[config.mk]
export PLATFORM = sky130hd
export DESIGN_NAME = pad_top
export DESIGN_NICKNAME = d
export VERILOG_FILES = /design/src/core/pad_pkg.sv /design/src/core/pad_top.sv /design/src/core/pad_machine.sv
export SDC_FILE = /design/constraint.sdc
export NUM_CORES = 2
export LEC_CHECK = 0
export BUFFER_PORTS_ARGS = -buffer_cell sky130_fd_sc_hd__buf_2
export CAP_MARGIN = 20
export CORE_MARGIN = 2
export CORE_UTILIZATION = 57
export CTS_BUF_LIST = sky130_fd_sc_hd__clkbuf_4
export DETAILED_ROUTE_END_ITERATION = 10
export MAX_ROUTING_LAYER = met4
export PLACE_DENSITY_LB_ADDON = 0.2
export SYNTH_ARGS = -nofsm -noshare
export SYNTH_HDL_FRONTEND = slang
export SYNTH_SLANG_ARGS = --single-unit
[constraint.sdc]
create_clock -name i_clk -period 10.7 [get_ports i_clk]
set_clock_uncertainty 0.15 [all_clocks]
set_input_delay 0 -clock i_clk [delete_from_list [all_inputs] [get_ports i_clk]]
set_output_delay 0 -clock i_clk [all_outputs]
set_load 0.05 [all_outputs]
[src/core/pad_pkg.sv]
// Package of constants and types for the pacing artifact detector
// Summary of operation
// - Machines consume 16-bit samples at 128 kHz
// - Fixed latency ahead of 2 kHz output
// - Qualify widths 100 us to 2 ms
// - Works with lead-off and respiration enabled
// - Valid pace sets next frame header flag
// - Summary at 0x1A, full results 0x3A-0x3C
// - Summary word streamed only when selected
// - Three independent machines, four selectable leads
// - Lead select codes 00 I to 11 aVF
// - Lead math independent of output settings
// - Digital and common electrode lead formulas
// - Analog leads direct, aVF is II-I/2
// - Search leading edge, peak, trailing edge
// - Per-machine threshold defaults, host overwritable
// - Disabled machine produces no flags, results
// - Shape check, opposite edge, all tests pass
// - Both polarities via leading-edge sign tracking
// - Zero edge threshold means amplitude/2 in leading-edge search
// - Leading edge over 156 us always rejected
// - Shape filters on bits 9, 10, default set
// - Width enable gates minimum width only
package pad_pkg;
   localparam int SAMPLE_HZ = 128000;
   localparam int CLK_HZ = 10000000;
   localparam int SAMPLE_DIV = CLK_HZ / SAMPLE_HZ;
   localparam int SAMPLE_W = 16;
   localparam int MIN_WIDTH_US = 100;
   localparam int MAX_WIDTH_US = 2000;
   localparam int MAX_EDGE_NS = 156000;
   localparam int MIN_WIDTH_SMP = (MIN_WIDTH_US * SAMPLE_HZ + 999999) / 1000000;
   localparam int MAX_WIDTH_SMP = (MAX_WIDTH_US * SAMPLE_HZ) / 1000000;
   localparam int MAX_EDGE_SMP = (MAX_EDGE_NS / 1000 * SAMPLE_HZ) / 1000000;
   localparam int LEVEL_GAP_SMP = 2;
   localparam int SHAPE_SMP = 2;
   localparam logic [7:0] EDGE_TH_RST = 8'h00;
   localparam logic [7:0] AMP_TH_RST = 8'h24;
   localparam logic [7:0] LVL_TH_RST = 8'h00;
   localparam logic [6:0] ADDR_SUMMARY = 7'h1a;
   localparam logic [6:0] ADDR_RES0 = 7'h3a;
   localparam logic [6:0] ADDR_RES1 = 7'h3b;
   localparam logic [6:0] ADDR_RES2 = 7'h3c;
   localparam int CTL_FILT1_BIT = 9;
   localparam int CTL_FILT2_BIT = 10;
   localparam int CTL_WIDTH_BIT = 11;
   localparam logic [1:0] LEAD_I = 2'h0;
   localparam logic [1:0] LEAD_II = 2'h1;
   localparam logic [1:0] LEAD_III = 2'h2;
   localparam logic [1:0] LEAD_AVF = 2'h3;
   typedef enum logic [4:0] {
      PAD_IDLE = 5'h01,
      PAD_EDGE = 5'h02,
      PAD_LEVEL = 5'h04,
      PAD_TOP = 5'h08,
      PAD_DONE = 5'h10
   } pad_state_t;
endpackage

[src/core/pad_top.sv]
// Pacing artifact detector top: lead derivation, registers, frame flags
`timescale 1ns/1ps
module pad_top (
   input wire logic i_clk, // System clock 10 MHz
   input wire logic i_rst_n, // Sync reset, active low
   input wire logic i_smp_stb, // 128 kHz sample strobe from decimation
   input wire logic signed [15:0] i_ch1, // Channel 1 sample
   input wire logic signed [15:0] i_ch2, // Channel 2 sample
   input wire logic signed [15:0] i_ch3, // Channel 3 sample
   input wire logic i_frame_start, // Pulse: new ECG frame header
   input wire logic i_frame_inc_pace, // Frame control selects summary word
   input wire logic i_wr, // Register write strobe
   input wire logic i_rd, // Register read strobe
   input wire logic [6:0] i_addr, // Register address
   input wire logic [23:0] i_wdata, // Write data
   output logic [31:0] o_rdata, // Read data
   output logic [2:0] o_hdr_pace, // Pace flags for current header
   output logic o_frame_pace_valid, // Summary word inserted in frame
   output logic [31:0] o_frame_pace_word // Summary word for frame
);
   // Register addresses of threshold and control words
   localparam logic [6:0] ADDR_CH_CTL = 7'h01;
   localparam logic [6:0] ADDR_PACE_CTL = 7'h04;
   localparam logic [6:0] ADDR_REF_CTL = 7'h05;
   localparam logic [6:0] ADDR_AMP = 7'h07;
   localparam logic [6:0] ADDR_EDGE = 7'h0e;
   localparam logic [6:0] ADDR_LVL = 7'h0f;

   typedef struct packed {
      logic analog_lead_config_bit;
      logic common_electrode_ref_bit;
      logic [2:0] en;
      logic [5:0] sel;
      logic filt1;
      logic filt2;
      logic wfilt;
      logic [23:0] edge_th;
      logic [23:0] amp_th;
      logic [23:0] lvl_th;
      logic [2:0] pend;
      logic [2:0] hdr;
      logic [6:0] summ;
      logic [47:0] res;
      logic fvalid;
      logic [31:0] fword;
   } pad_top_t;
   pad_top_t s_r;
   pad_top_t s_nxt;
   logic [2:0] m_valid;
   logic [7:0] m_width [3];
   logic [15:0] m_height [3];
   logic signed [15:0] lead [3];

   // Lead derivation, independent of output rate and filter settings
   function automatic logic signed [15:0] pad_lead(input logic [1:0] sel,
         input logic ana, input logic ce, input logic signed [15:0] c1,
         input logic signed [15:0] c2, input logic signed [15:0] c3);
      logic signed [17:0] v;
      v = '0;
      if (ana) begin
         unique case (sel)
            pad_pkg::LEAD_I: v = 18'(c1);
            pad_pkg::LEAD_II: v = 18'(c2);
            pad_pkg::LEAD_III: v = 18'(c3);
            pad_pkg::LEAD_AVF: v = 18'(c2) - (18'(c1) >>> 1);
         endcase
      end else if (ce) begin
         unique case (sel)
            pad_pkg::LEAD_I: v = 18'(c1);
            pad_pkg::LEAD_II: v = 18'(c2);
            pad_pkg::LEAD_III: v = 18'(c2) - 18'(c1);
            pad_pkg::LEAD_AVF: v = 18'(c2) - (18'(c1) >>> 1);
         endcase
      end else begin
         unique case (sel)
            pad_pkg::LEAD_I: v = 18'(c1) - 18'(c3);
            pad_pkg::LEAD_II: v = 18'(c2) - 18'(c3);
            pad_pkg::LEAD_III: v = 18'(c2) - 18'(c1);
            pad_pkg::LEAD_AVF: v = 18'(c2) - ((18'(c1) + 18'(c3)) >>> 1);
         endcase
      end
      // Saturate to the sample width
      if (v > 18'sd32767)
         v = 18'sd32767;
      else if (v < -18'sd32768)
         v = -18'sd32768;
      return v[15:0];
   endfunction

   // Seven-bit summary: three bits width, four bits height
   function automatic logic [6:0] pad_summ(input logic [7:0] w, input logic [15:0] h);
      logic [2:0] wq;
      logic [3:0] hq;
      wq = (w[7:5] != 3'h0) ? 3'h7 : w[4:2];
      hq = (h[15:13] != 3'h0) ? 4'hf : h[12:9];
      return {hq, wq};
   endfunction

   genvar g;
   generate
      for (g = 0; g < 3; g++) begin : g_m
         assign lead[g] = pad_lead(s_r.sel[2*g +: 2], s_r.analog_lead_config_bit,
               s_r.common_electrode_ref_bit, i_ch1, i_ch2, i_ch3);
         pad_machine u_m (
            .i_clk(i_clk),
            .i_rst_n(i_rst_n),
            .i_en(s_r.en[g]),
            .i_smp_stb(i_smp_stb),
            .i_lead(lead[g]),
            .i_edge_th(s_r.edge_th[8*g +: 8]),
            .i_amp_th(s_r.amp_th[8*g +: 8]),
            .i_lvl_th(s_r.lvl_th[8*g +: 8]),
            .i_filt1(s_r.filt1),
            .i_filt2(s_r.filt2),
            .i_wfilt(s_r.wfilt),
            .o_valid(m_valid[g]),
            .o_width(m_width[g]),
            .o_height(m_height[g])
         );
      end
   endgenerate

   always_comb begin
      s_nxt = s_r;
      s_nxt.fvalid = 1'b0;
      if (i_wr) begin
         unique case (i_addr)
            ADDR_CH_CTL: s_nxt.analog_lead_config_bit = i_wdata[10];
            ADDR_REF_CTL: s_nxt.common_electrode_ref_bit = i_wdata[8];
            ADDR_PACE_CTL: begin
               s_nxt.en = i_wdata[2:0];
               s_nxt.sel = i_wdata[8:3];
               s_nxt.filt1 = i_wdata[pad_pkg::CTL_FILT1_BIT];
               s_nxt.filt2 = i_wdata[pad_pkg::CTL_FILT2_BIT];
               s_nxt.wfilt = i_wdata[pad_pkg::CTL_WIDTH_BIT];
            end
            ADDR_AMP: s_nxt.amp_th = i_wdata;
            ADDR_EDGE: s_nxt.edge_th = i_wdata;
            ADDR_LVL: s_nxt.lvl_th = i_wdata;
            default: ;
         endcase
      end
      // Header flags latched at frame start, then re-armed
      if (i_frame_start) begin
         s_nxt.hdr = s_r.pend;
         s_nxt.pend = 3'h0;
         s_nxt.fvalid = i_frame_inc_pace;
         s_nxt.fword = {8'(pad_pkg::ADDR_SUMMARY), 17'h0, s_r.summ};
      end
      for (int i = 0; i < 3; i++) begin
         if (m_valid[i]) begin
            s_nxt.pend[i] = 1'b1;
            s_nxt.summ = pad_summ(m_width[i], m_height[i]);
            s_nxt.res[16*i +: 16] = {m_width[i], m_height[i][15:8]};
         end
      end
   end

   always_ff @(posedge i_clk) begin
      if (!i_rst_n) begin
         s_r <= '0;
         s_r.en <= 3'h7;
         s_r.sel <= {pad_pkg::LEAD_III, pad_pkg::LEAD_II, pad_pkg::LEAD_I};
         s_r.filt1 <= 1'b1;
         s_r.filt2 <= 1'b1;
         s_r.wfilt <= 1'b1;
         s_r.edge_th <= {3{pad_pkg::EDGE_TH_RST}};
         s_r.amp_th <= {3{pad_pkg::AMP_TH_RST}};
         s_r.lvl_th <= {3{pad_pkg::LVL_TH_RST}};
      end else begin
         s_r <= s_nxt;
      end
   end

   always_comb begin
      o_rdata = 32'h0;
      if (i_rd) begin
         unique case (i_addr)
            pad_pkg::ADDR_SUMMARY: o_rdata = {8'(pad_pkg::ADDR_SUMMARY), 17'h0, s_r.summ};
            pad_pkg::ADDR_RES0: o_rdata = {8'(pad_pkg::ADDR_RES0), 8'h0, s_r.res[15:0]};
            pad_pkg::ADDR_RES1: o_rdata = {8'(pad_pkg::ADDR_RES1), 8'h0, s_r.res[31:16]};
            pad_pkg::ADDR_RES2: o_rdata = {8'(pad_pkg::ADDR_RES2), 8'h0, s_r.res[47:32]};
            ADDR_AMP: o_rdata = {8'(ADDR_AMP), s_r.amp_th};
            ADDR_EDGE: o_rdata = {8'(ADDR_EDGE), s_r.edge_th};
            ADDR_LVL: o_rdata = {8'(ADDR_LVL), s_r.lvl_th};
            ADDR_PACE_CTL: o_rdata = {8'(ADDR_PACE_CTL), 12'h0, s_r.wfilt, s_r.filt2,
                                      s_r.filt1, s_r.sel, s_r.en};
            default: o_rdata = 32'h0;
         endcase
      end
   end

   assign o_hdr_pace = s_r.hdr;
   assign o_frame_pace_valid = s_r.fvalid;
   assign o_frame_pace_word = s_r.fword;
endmodule

[src/core/pad_machine.sv]
// One pace detection state machine
`timescale 1ns/1ps
module pad_machine (
   input wire logic i_clk, // System clock
   input wire logic i_rst_n, // Sync reset
   input wire logic i_en, // Machine enable
   input wire logic i_smp_stb, // 128 kHz sample strobe
   input wire logic signed [15:0] i_lead, // Lead sample
   input wire logic [7:0] i_edge_th, // Edge threshold
   input wire logic [7:0] i_amp_th, // Amplitude threshold
   input wire logic [7:0] i_lvl_th, // Level slope threshold
   input wire logic i_filt1, // Shape filter 1 enable
   input wire logic i_filt2, // Shape filter 2 enable
   input wire logic i_wfilt, // Minimum width enable
   output logic o_valid, // One-cycle valid pace pulse
   output logic [7:0] o_width, // Width in samples
   output logic [15:0] o_height // Height magnitude
);
   typedef struct packed {
      pad_pkg::pad_state_t st;
      logic signed [15:0] base;
      logic signed [15:0] prev;
      logic neg;
      logic [8:0] cnt;
      logic [7:0] edge_cnt;
      logic [15:0] peak;
      logic valid;
      logic [7:0] width;
      logic [15:0] height;
   } pad_m_t;
   pad_m_t s_r;
   pad_m_t s_nxt;
   logic signed [16:0] dev;
   logic signed [16:0] adj;
   logic signed [16:0] edge_s;
   logic [15:0] mag;
   logic signed [16:0] slope;
   logic [15:0] edge_eff;

   always_comb begin
      s_nxt = s_r;
      s_nxt.valid = 1'b0;
      dev = 17'(i_lead) - 17'(s_r.base);
      // Polarity-adjusted deviation, zero once it swings past the baseline
      adj = s_r.neg ? -dev : dev;
      mag = adj[16] ? 16'h0000 : adj[15:0];
      slope = s_r.neg ? 17'(s_r.prev) - 17'(i_lead) : 17'(i_lead) - 17'(s_r.prev);
      edge_eff = (i_edge_th == 8'h00) ? 16'(i_amp_th >> 1) : 16'(i_edge_th);
      edge_s = signed'({1'b0, edge_eff});
      if (!i_en) begin
         s_nxt.st = pad_pkg::PAD_IDLE;
         if (i_smp_stb)
            s_nxt.base = i_lead;
      end else if (i_smp_stb) begin
         s_nxt.prev = i_lead;
         unique case (s_r.st)
            pad_pkg::PAD_IDLE: begin
               // Leading edge against recent baseline, either sign
               if (dev > edge_s || -dev > edge_s) begin
                  s_nxt.neg = dev[16];
                  s_nxt.st = pad_pkg::PAD_EDGE;
                  s_nxt.edge_cnt = 8'h01;
                  s_nxt.cnt = 9'h001;
               end else begin
                  s_nxt.base = i_lead;
               end
            end
            pad_pkg::PAD_EDGE: begin
               s_nxt.cnt = s_r.cnt + 9'h001;
               if (s_r.edge_cnt != 8'hff)
                  s_nxt.edge_cnt = s_r.edge_cnt + 8'h01;
               // Leading edge ends when slope falls to level threshold
               if (slope <= 17'(signed'(i_lvl_th))) begin
                  if (s_r.edge_cnt > 8'(pad_pkg::MAX_EDGE_SMP)) begin
                     // Slow edge: plateau becomes baseline, no restart on it
                     s_nxt.base = i_lead;
                     s_nxt.st = pad_pkg::PAD_IDLE;
                  end else if (mag < {7'h00, i_amp_th, 1'b0}) begin
                     s_nxt.st = pad_pkg::PAD_IDLE;
                  end else begin
                     s_nxt.peak = mag;
                     s_nxt.st = pad_pkg::PAD_LEVEL;
                  end
               end
            end
            pad_pkg::PAD_LEVEL: begin
               s_nxt.cnt = s_r.cnt + 9'h001;
               if (mag > s_r.peak)
                  s_nxt.peak = mag;
               // Shape filters: top must hold near the peak
               if ((i_filt1 && mag < (s_r.peak >> 1)) ||
                   (i_filt2 && s_r.cnt < 9'(pad_pkg::SHAPE_SMP) &&
                    slope < -signed'({1'b0, s_r.peak >> 2})))
                  s_nxt.st = pad_pkg::PAD_IDLE;
               else if (s_r.cnt >= 9'(pad_pkg::LEVEL_GAP_SMP))
                  s_nxt.st = pad_pkg::PAD_TOP;
            end
            pad_pkg::PAD_TOP: begin
               s_nxt.cnt = s_r.cnt + 9'h001;
               if (mag > s_r.peak)
                  s_nxt.peak = mag;
               if (s_r.cnt > 9'(pad_pkg::MAX_WIDTH_SMP)) begin
                  s_nxt.st = pad_pkg::PAD_IDLE;
               end else if (mag < 16'(i_edge_th) || mag < (s_r.peak >> 1)) begin
                  // Opposite-polarity trailing edge found
                  if (i_wfilt && s_r.cnt < 9'(pad_pkg::MIN_WIDTH_SMP))
                     s_nxt.st = pad_pkg::PAD_IDLE;
                  else
                     s_nxt.st = pad_pkg::PAD_DONE;
               end
            end
            pad_pkg::PAD_DONE: begin
               s_nxt.valid = 1'b1;
               s_nxt.width = (s_r.cnt > 9'h0ff) ? 8'hff : s_r.cnt[7:0];
               s_nxt.height = s_r.peak;
               s_nxt.base = i_lead;
               s_nxt.st = pad_pkg::PAD_IDLE;
            end
            default: s_nxt.st = pad_pkg::PAD_IDLE;
         endcase
      end
   end

   always_ff @(posedge i_clk) begin
      if (!i_rst_n) begin
         s_r <= '{st: pad_pkg::PAD_IDLE, default: '0};
      end else begin
         s_r <= s_nxt;
      end
   end

   assign o_valid = s_r.valid;
   assign o_width = s_r.width;
   assign o_height = s_r.height;
endmodule

==> key figures <==
Run status
  • Status: complete, no violations

Timing
  • RSZ-0062 raised after global routing: false
  • Worst Max-Slew Pin Slew: 1.09 ns
  • Final-report hold violation count: 0
  • WHS: 0.0681 ns
  • Tmin final: 10.10 ns
  • Setup violators final: 0
  • Worst setup margin: 0.599 ns
  • Fmax: 0.0990 GHz
  • Rel. slew slack: 0.272
  • Final Cycle Share: 0.944
  • Fin. max-slew vios: 0

Pwr
  • PD cells: 260 nW/um^2
  • Leak: 20.8 nW
  • Peak VDD IR: 0.185 mV

Logic synthesis
  • Most used flip-flop cell after synthesis: dfxtp_1
  • Syn Inst Count: 5788
  • EDFF count, synth: 0
  • Cells taking the most area after synthesis: dfxtp_1, ha_1, a21oi_1, nor2_1, nand2_1
  • Mapped Area: 44000 sq um
  • Synth async-reset ratio: 0
  • Yosys cell types: 114
  • Ys Warns: 0
  • Sequential share of the synthesized area: 0.191
  • Yosys top cell by area: dfxtp_1
  • Top cell type's share of synthesized area: 0.191
  • Syn_area_per_cell: 7.61 sq um
  • FF+latch count, synth: 420

Hold path
  • Min-Delay Endpoint: g_m[1].u_m.s_r[59]$_SDFFE_PN0P_
  • Hold_sp: i_ch1[0]
  • Hold WC Path Type: input pin to flip-flop
  • Hold Path Depth: 9

Critical path
  • Reg2reg end: g_m[1].u_m.s_r[39]$_SDFFE_PN0P_
  • Crit path from: i_ch1[2]
  • WS Path Type: input pin to flip-flop
  • R2r startpoint: s_r[172]$_SDFFE_PN0P_
  • WP data required: 11.32 ns
  • Worst Path Arrival: 10.72 ns
  • R2r setup slk: 2.23 ns
  • Crit end category: flip-flop
  • Max FO, Critical Path: 16
  • Slowest stage delay, CP: 0.70 ns
  • R2R cell count: 29
  • Startpoint type of the worst setup path: input pin
  • Slowest cell on the critical path: or4b_2

Final layout
  • Commonest non-fill, non-tap cell in the layout: nor2_1
  • FILL cells: 6906
  • Share of cells above drive strength 1: 0.138
  • Multi-input logic area: 32900 sq um
  • Final layout net count: 6757
  • P&R area growth vs syn: 13.2%
  • Non-filler cells, final: 7271
  • Commonest non-fill, non-tap cells in the layout: nor2_1, a21oi_1, nand2_1
  • Design Area, Final: 49900 sq um
  • Final Core Density: 0.654
  • Reg area: 8420 sq um

Global route
  • Vias in the first global route: 43213
  • First-pass GRT wire length: 240000 um
  • Met1 Use GR: 0.478
  • Met3 usage: 0.0644
  • Most Crowded Layer GR: met2
  • Total Routing Usage GR: 0.393
  • Initial antenna violation count: 14
  • Total grt overflow: 0
  • Met2 Resource Use GR: 0.628
  • Pin count of the biggest net entering global routing: 157

Placed design
  • DP Area: 47200 sq um
  • Place WS: -0.152 ns
  • Placer Congestion: 1.02
  • Placed Cells: 6949
  • HPWL after detailed placement: 119000 um
  • IO Port Bufs: 129

Routing
  • First DRT Iteration DRCs: 4457
  • Via Count: 45917
  • # DRC: 0
  • Length of the first detailed-routing pass in iterations: 7
  • Antenna Nets Post-Route: 0
  • DR vias/cell: 6.32
  • DR WL/cell: 21.4 um
  • Total wire length: 155000 um

Job
  • Max-cap violations: 0

CTS
  • CTS root buffer: clkbuf_4
  • Num CTS Buffers: 114
  • CTS Sinks: 420
  • H-Tree Depth: 3
  • Clk_lat worst skew: 1.00 ns
  • Maximum clock path buffer count: 3
  • CTS tree: built
  • Clk pin slew, worst setup/hold paths: 0.08 ns

Floorplan
  • Chip width: 282 um
  • Top-level port count: 154
  • Die Height: 282 um
  • Core area: 76200 sq um
  • Initial Util: 0.578
  • Die Area: 79500 sq um
  • Row count: 101
[worst max path at each step]
stage | end | slack, ns | depth (start not counted)
2_1_floorplan | g_m[0].u_m.s_r[27]$_SDFFE_PN0P_ | 0.68 | 50
3_3_place_gp | g_m[2].u_m.s_r[33]$_SDFFE_PN0P_ | 0.04 | 58
3_5_place_dp | g_m[0].u_m.s_r[38]$_SDFFE_PN0P_ | -0.15 | 50
4_1_cts | g_m[0].u_m.s_r[38]$_SDFFE_PN0P_ | 0.29 | 49
5_1_grt | g_m[2].u_m.s_r[93]$_SDFFE_PN0P_ | 0.001 | 58
6_report | g_m[1].u_m.s_r[39]$_SDFFE_PN0P_ | 0.60 | 50
[through the flow]
step / TNS, ns / power (W)
finish: 0 / 0.0130
global route: 0 / 0.0141
CTS: 0 / 0.0128
detailed placement: -3.56 / 0.0112
global placement: 0 / 0.0111
floorplan: 0 / 0.00822
[final cells by class]
type                    instances  area share
diodes                         15    0.000753
clock buffers                 153      0.0230
clock inverters                45     0.00499
inverters                     409      0.0309
multi-input cells            4636       0.659
flip-flops and latches        420       0.169
well taps                    1030      0.0258
repair buffers                563      0.0866
[synthesized netlist by cell type, drive strengths merged, types with 29 or more instances]
cell and count:
a211oi 117, a21o 153, a21oi 536, a31oi 68, and3 34, buf 95
clkbuf 251, dfxtp 420, ha 512, inv 406, maj3 34, mux2i 191
mux4 44, nand2 519, nand2b 56, nand3 152, nand4 81, nor2 560
nor2b 77, nor3 102, nor4 46, o211ai 61, o21a 86, o21ai 284
o21bai 33, o221a 29, o22ai 33, o31ai 59, or3 41, xnor2 177
xor2 76
[metal layers]
| layer | wire length [um] | part of all wire |
|---|---|---|
| met2 | 70500 | 0.45 |
| met5 | 0 | 0 |
| met4 | 9010 | 0.058 |
| met1 | 62900 | 0.40 |
| met3 | 13000 | 0.083 |
[registers in the layout, indices dropped and copies added (netlist names)]
name,count
g_m.u_m.o_width,24
g_m.u_m.o_height,24
o_hdr_pace,3
s_r,144
o_frame_pace_valid,1
g_m.u_m.o_valid,3
o_frame_pace_word,8
g_m.u_m.s_r,213
[cells by family after synthesis]
| family | count (synthesis) | synth area share |
|---|---|---|
| and+or+nand+nor | 1818 | 0.197 |
| AOI/OAI and AO/OA | 1733 | 0.263 |
| buffers and inverters | 755 | 0.0693 |
| adders and majority gates | 561 | 0.160 |
| DFF | 420 | 0.191 |
| xor gates and xnor gates | 253 | 0.0505 |
| muxes | 247 | 0.0690 |
| other | 1 | 0.0000852 |
[worst max-delay path: cells and delay by family]
family	cells	cell delay, ns
simple gates	16	3.98
compound gates	18	3.01
buf+inv	10	1.95
fa+ha+maj	5	1.60
xor+xnor	1	0.14
[power by group]
part | total [W] | leakage [nW] | switching [W] | internal, W
Sequential | 0.00179 | 3.41 | 0.000108 | 0.00168
Clock | 0.00145 | 0.827 | 0.000769 | 0.000681
Combinational | 0.00972 | 16.6 | 0.00559 | 0.00414
Total | 0.0130 | 20.8 | 0.00646 | 0.00650
[what timing repair did]
item / 4_1_cts / 5_1_grt
setup endpoints to repair: 0 / 121
gates resized for setup: 0 / 38
hold buffers: 102 / 1
endpoints found under the hold margin: 315 / 3
buffers inserted: 0 / 3
(Power assumes the default switching activity.)
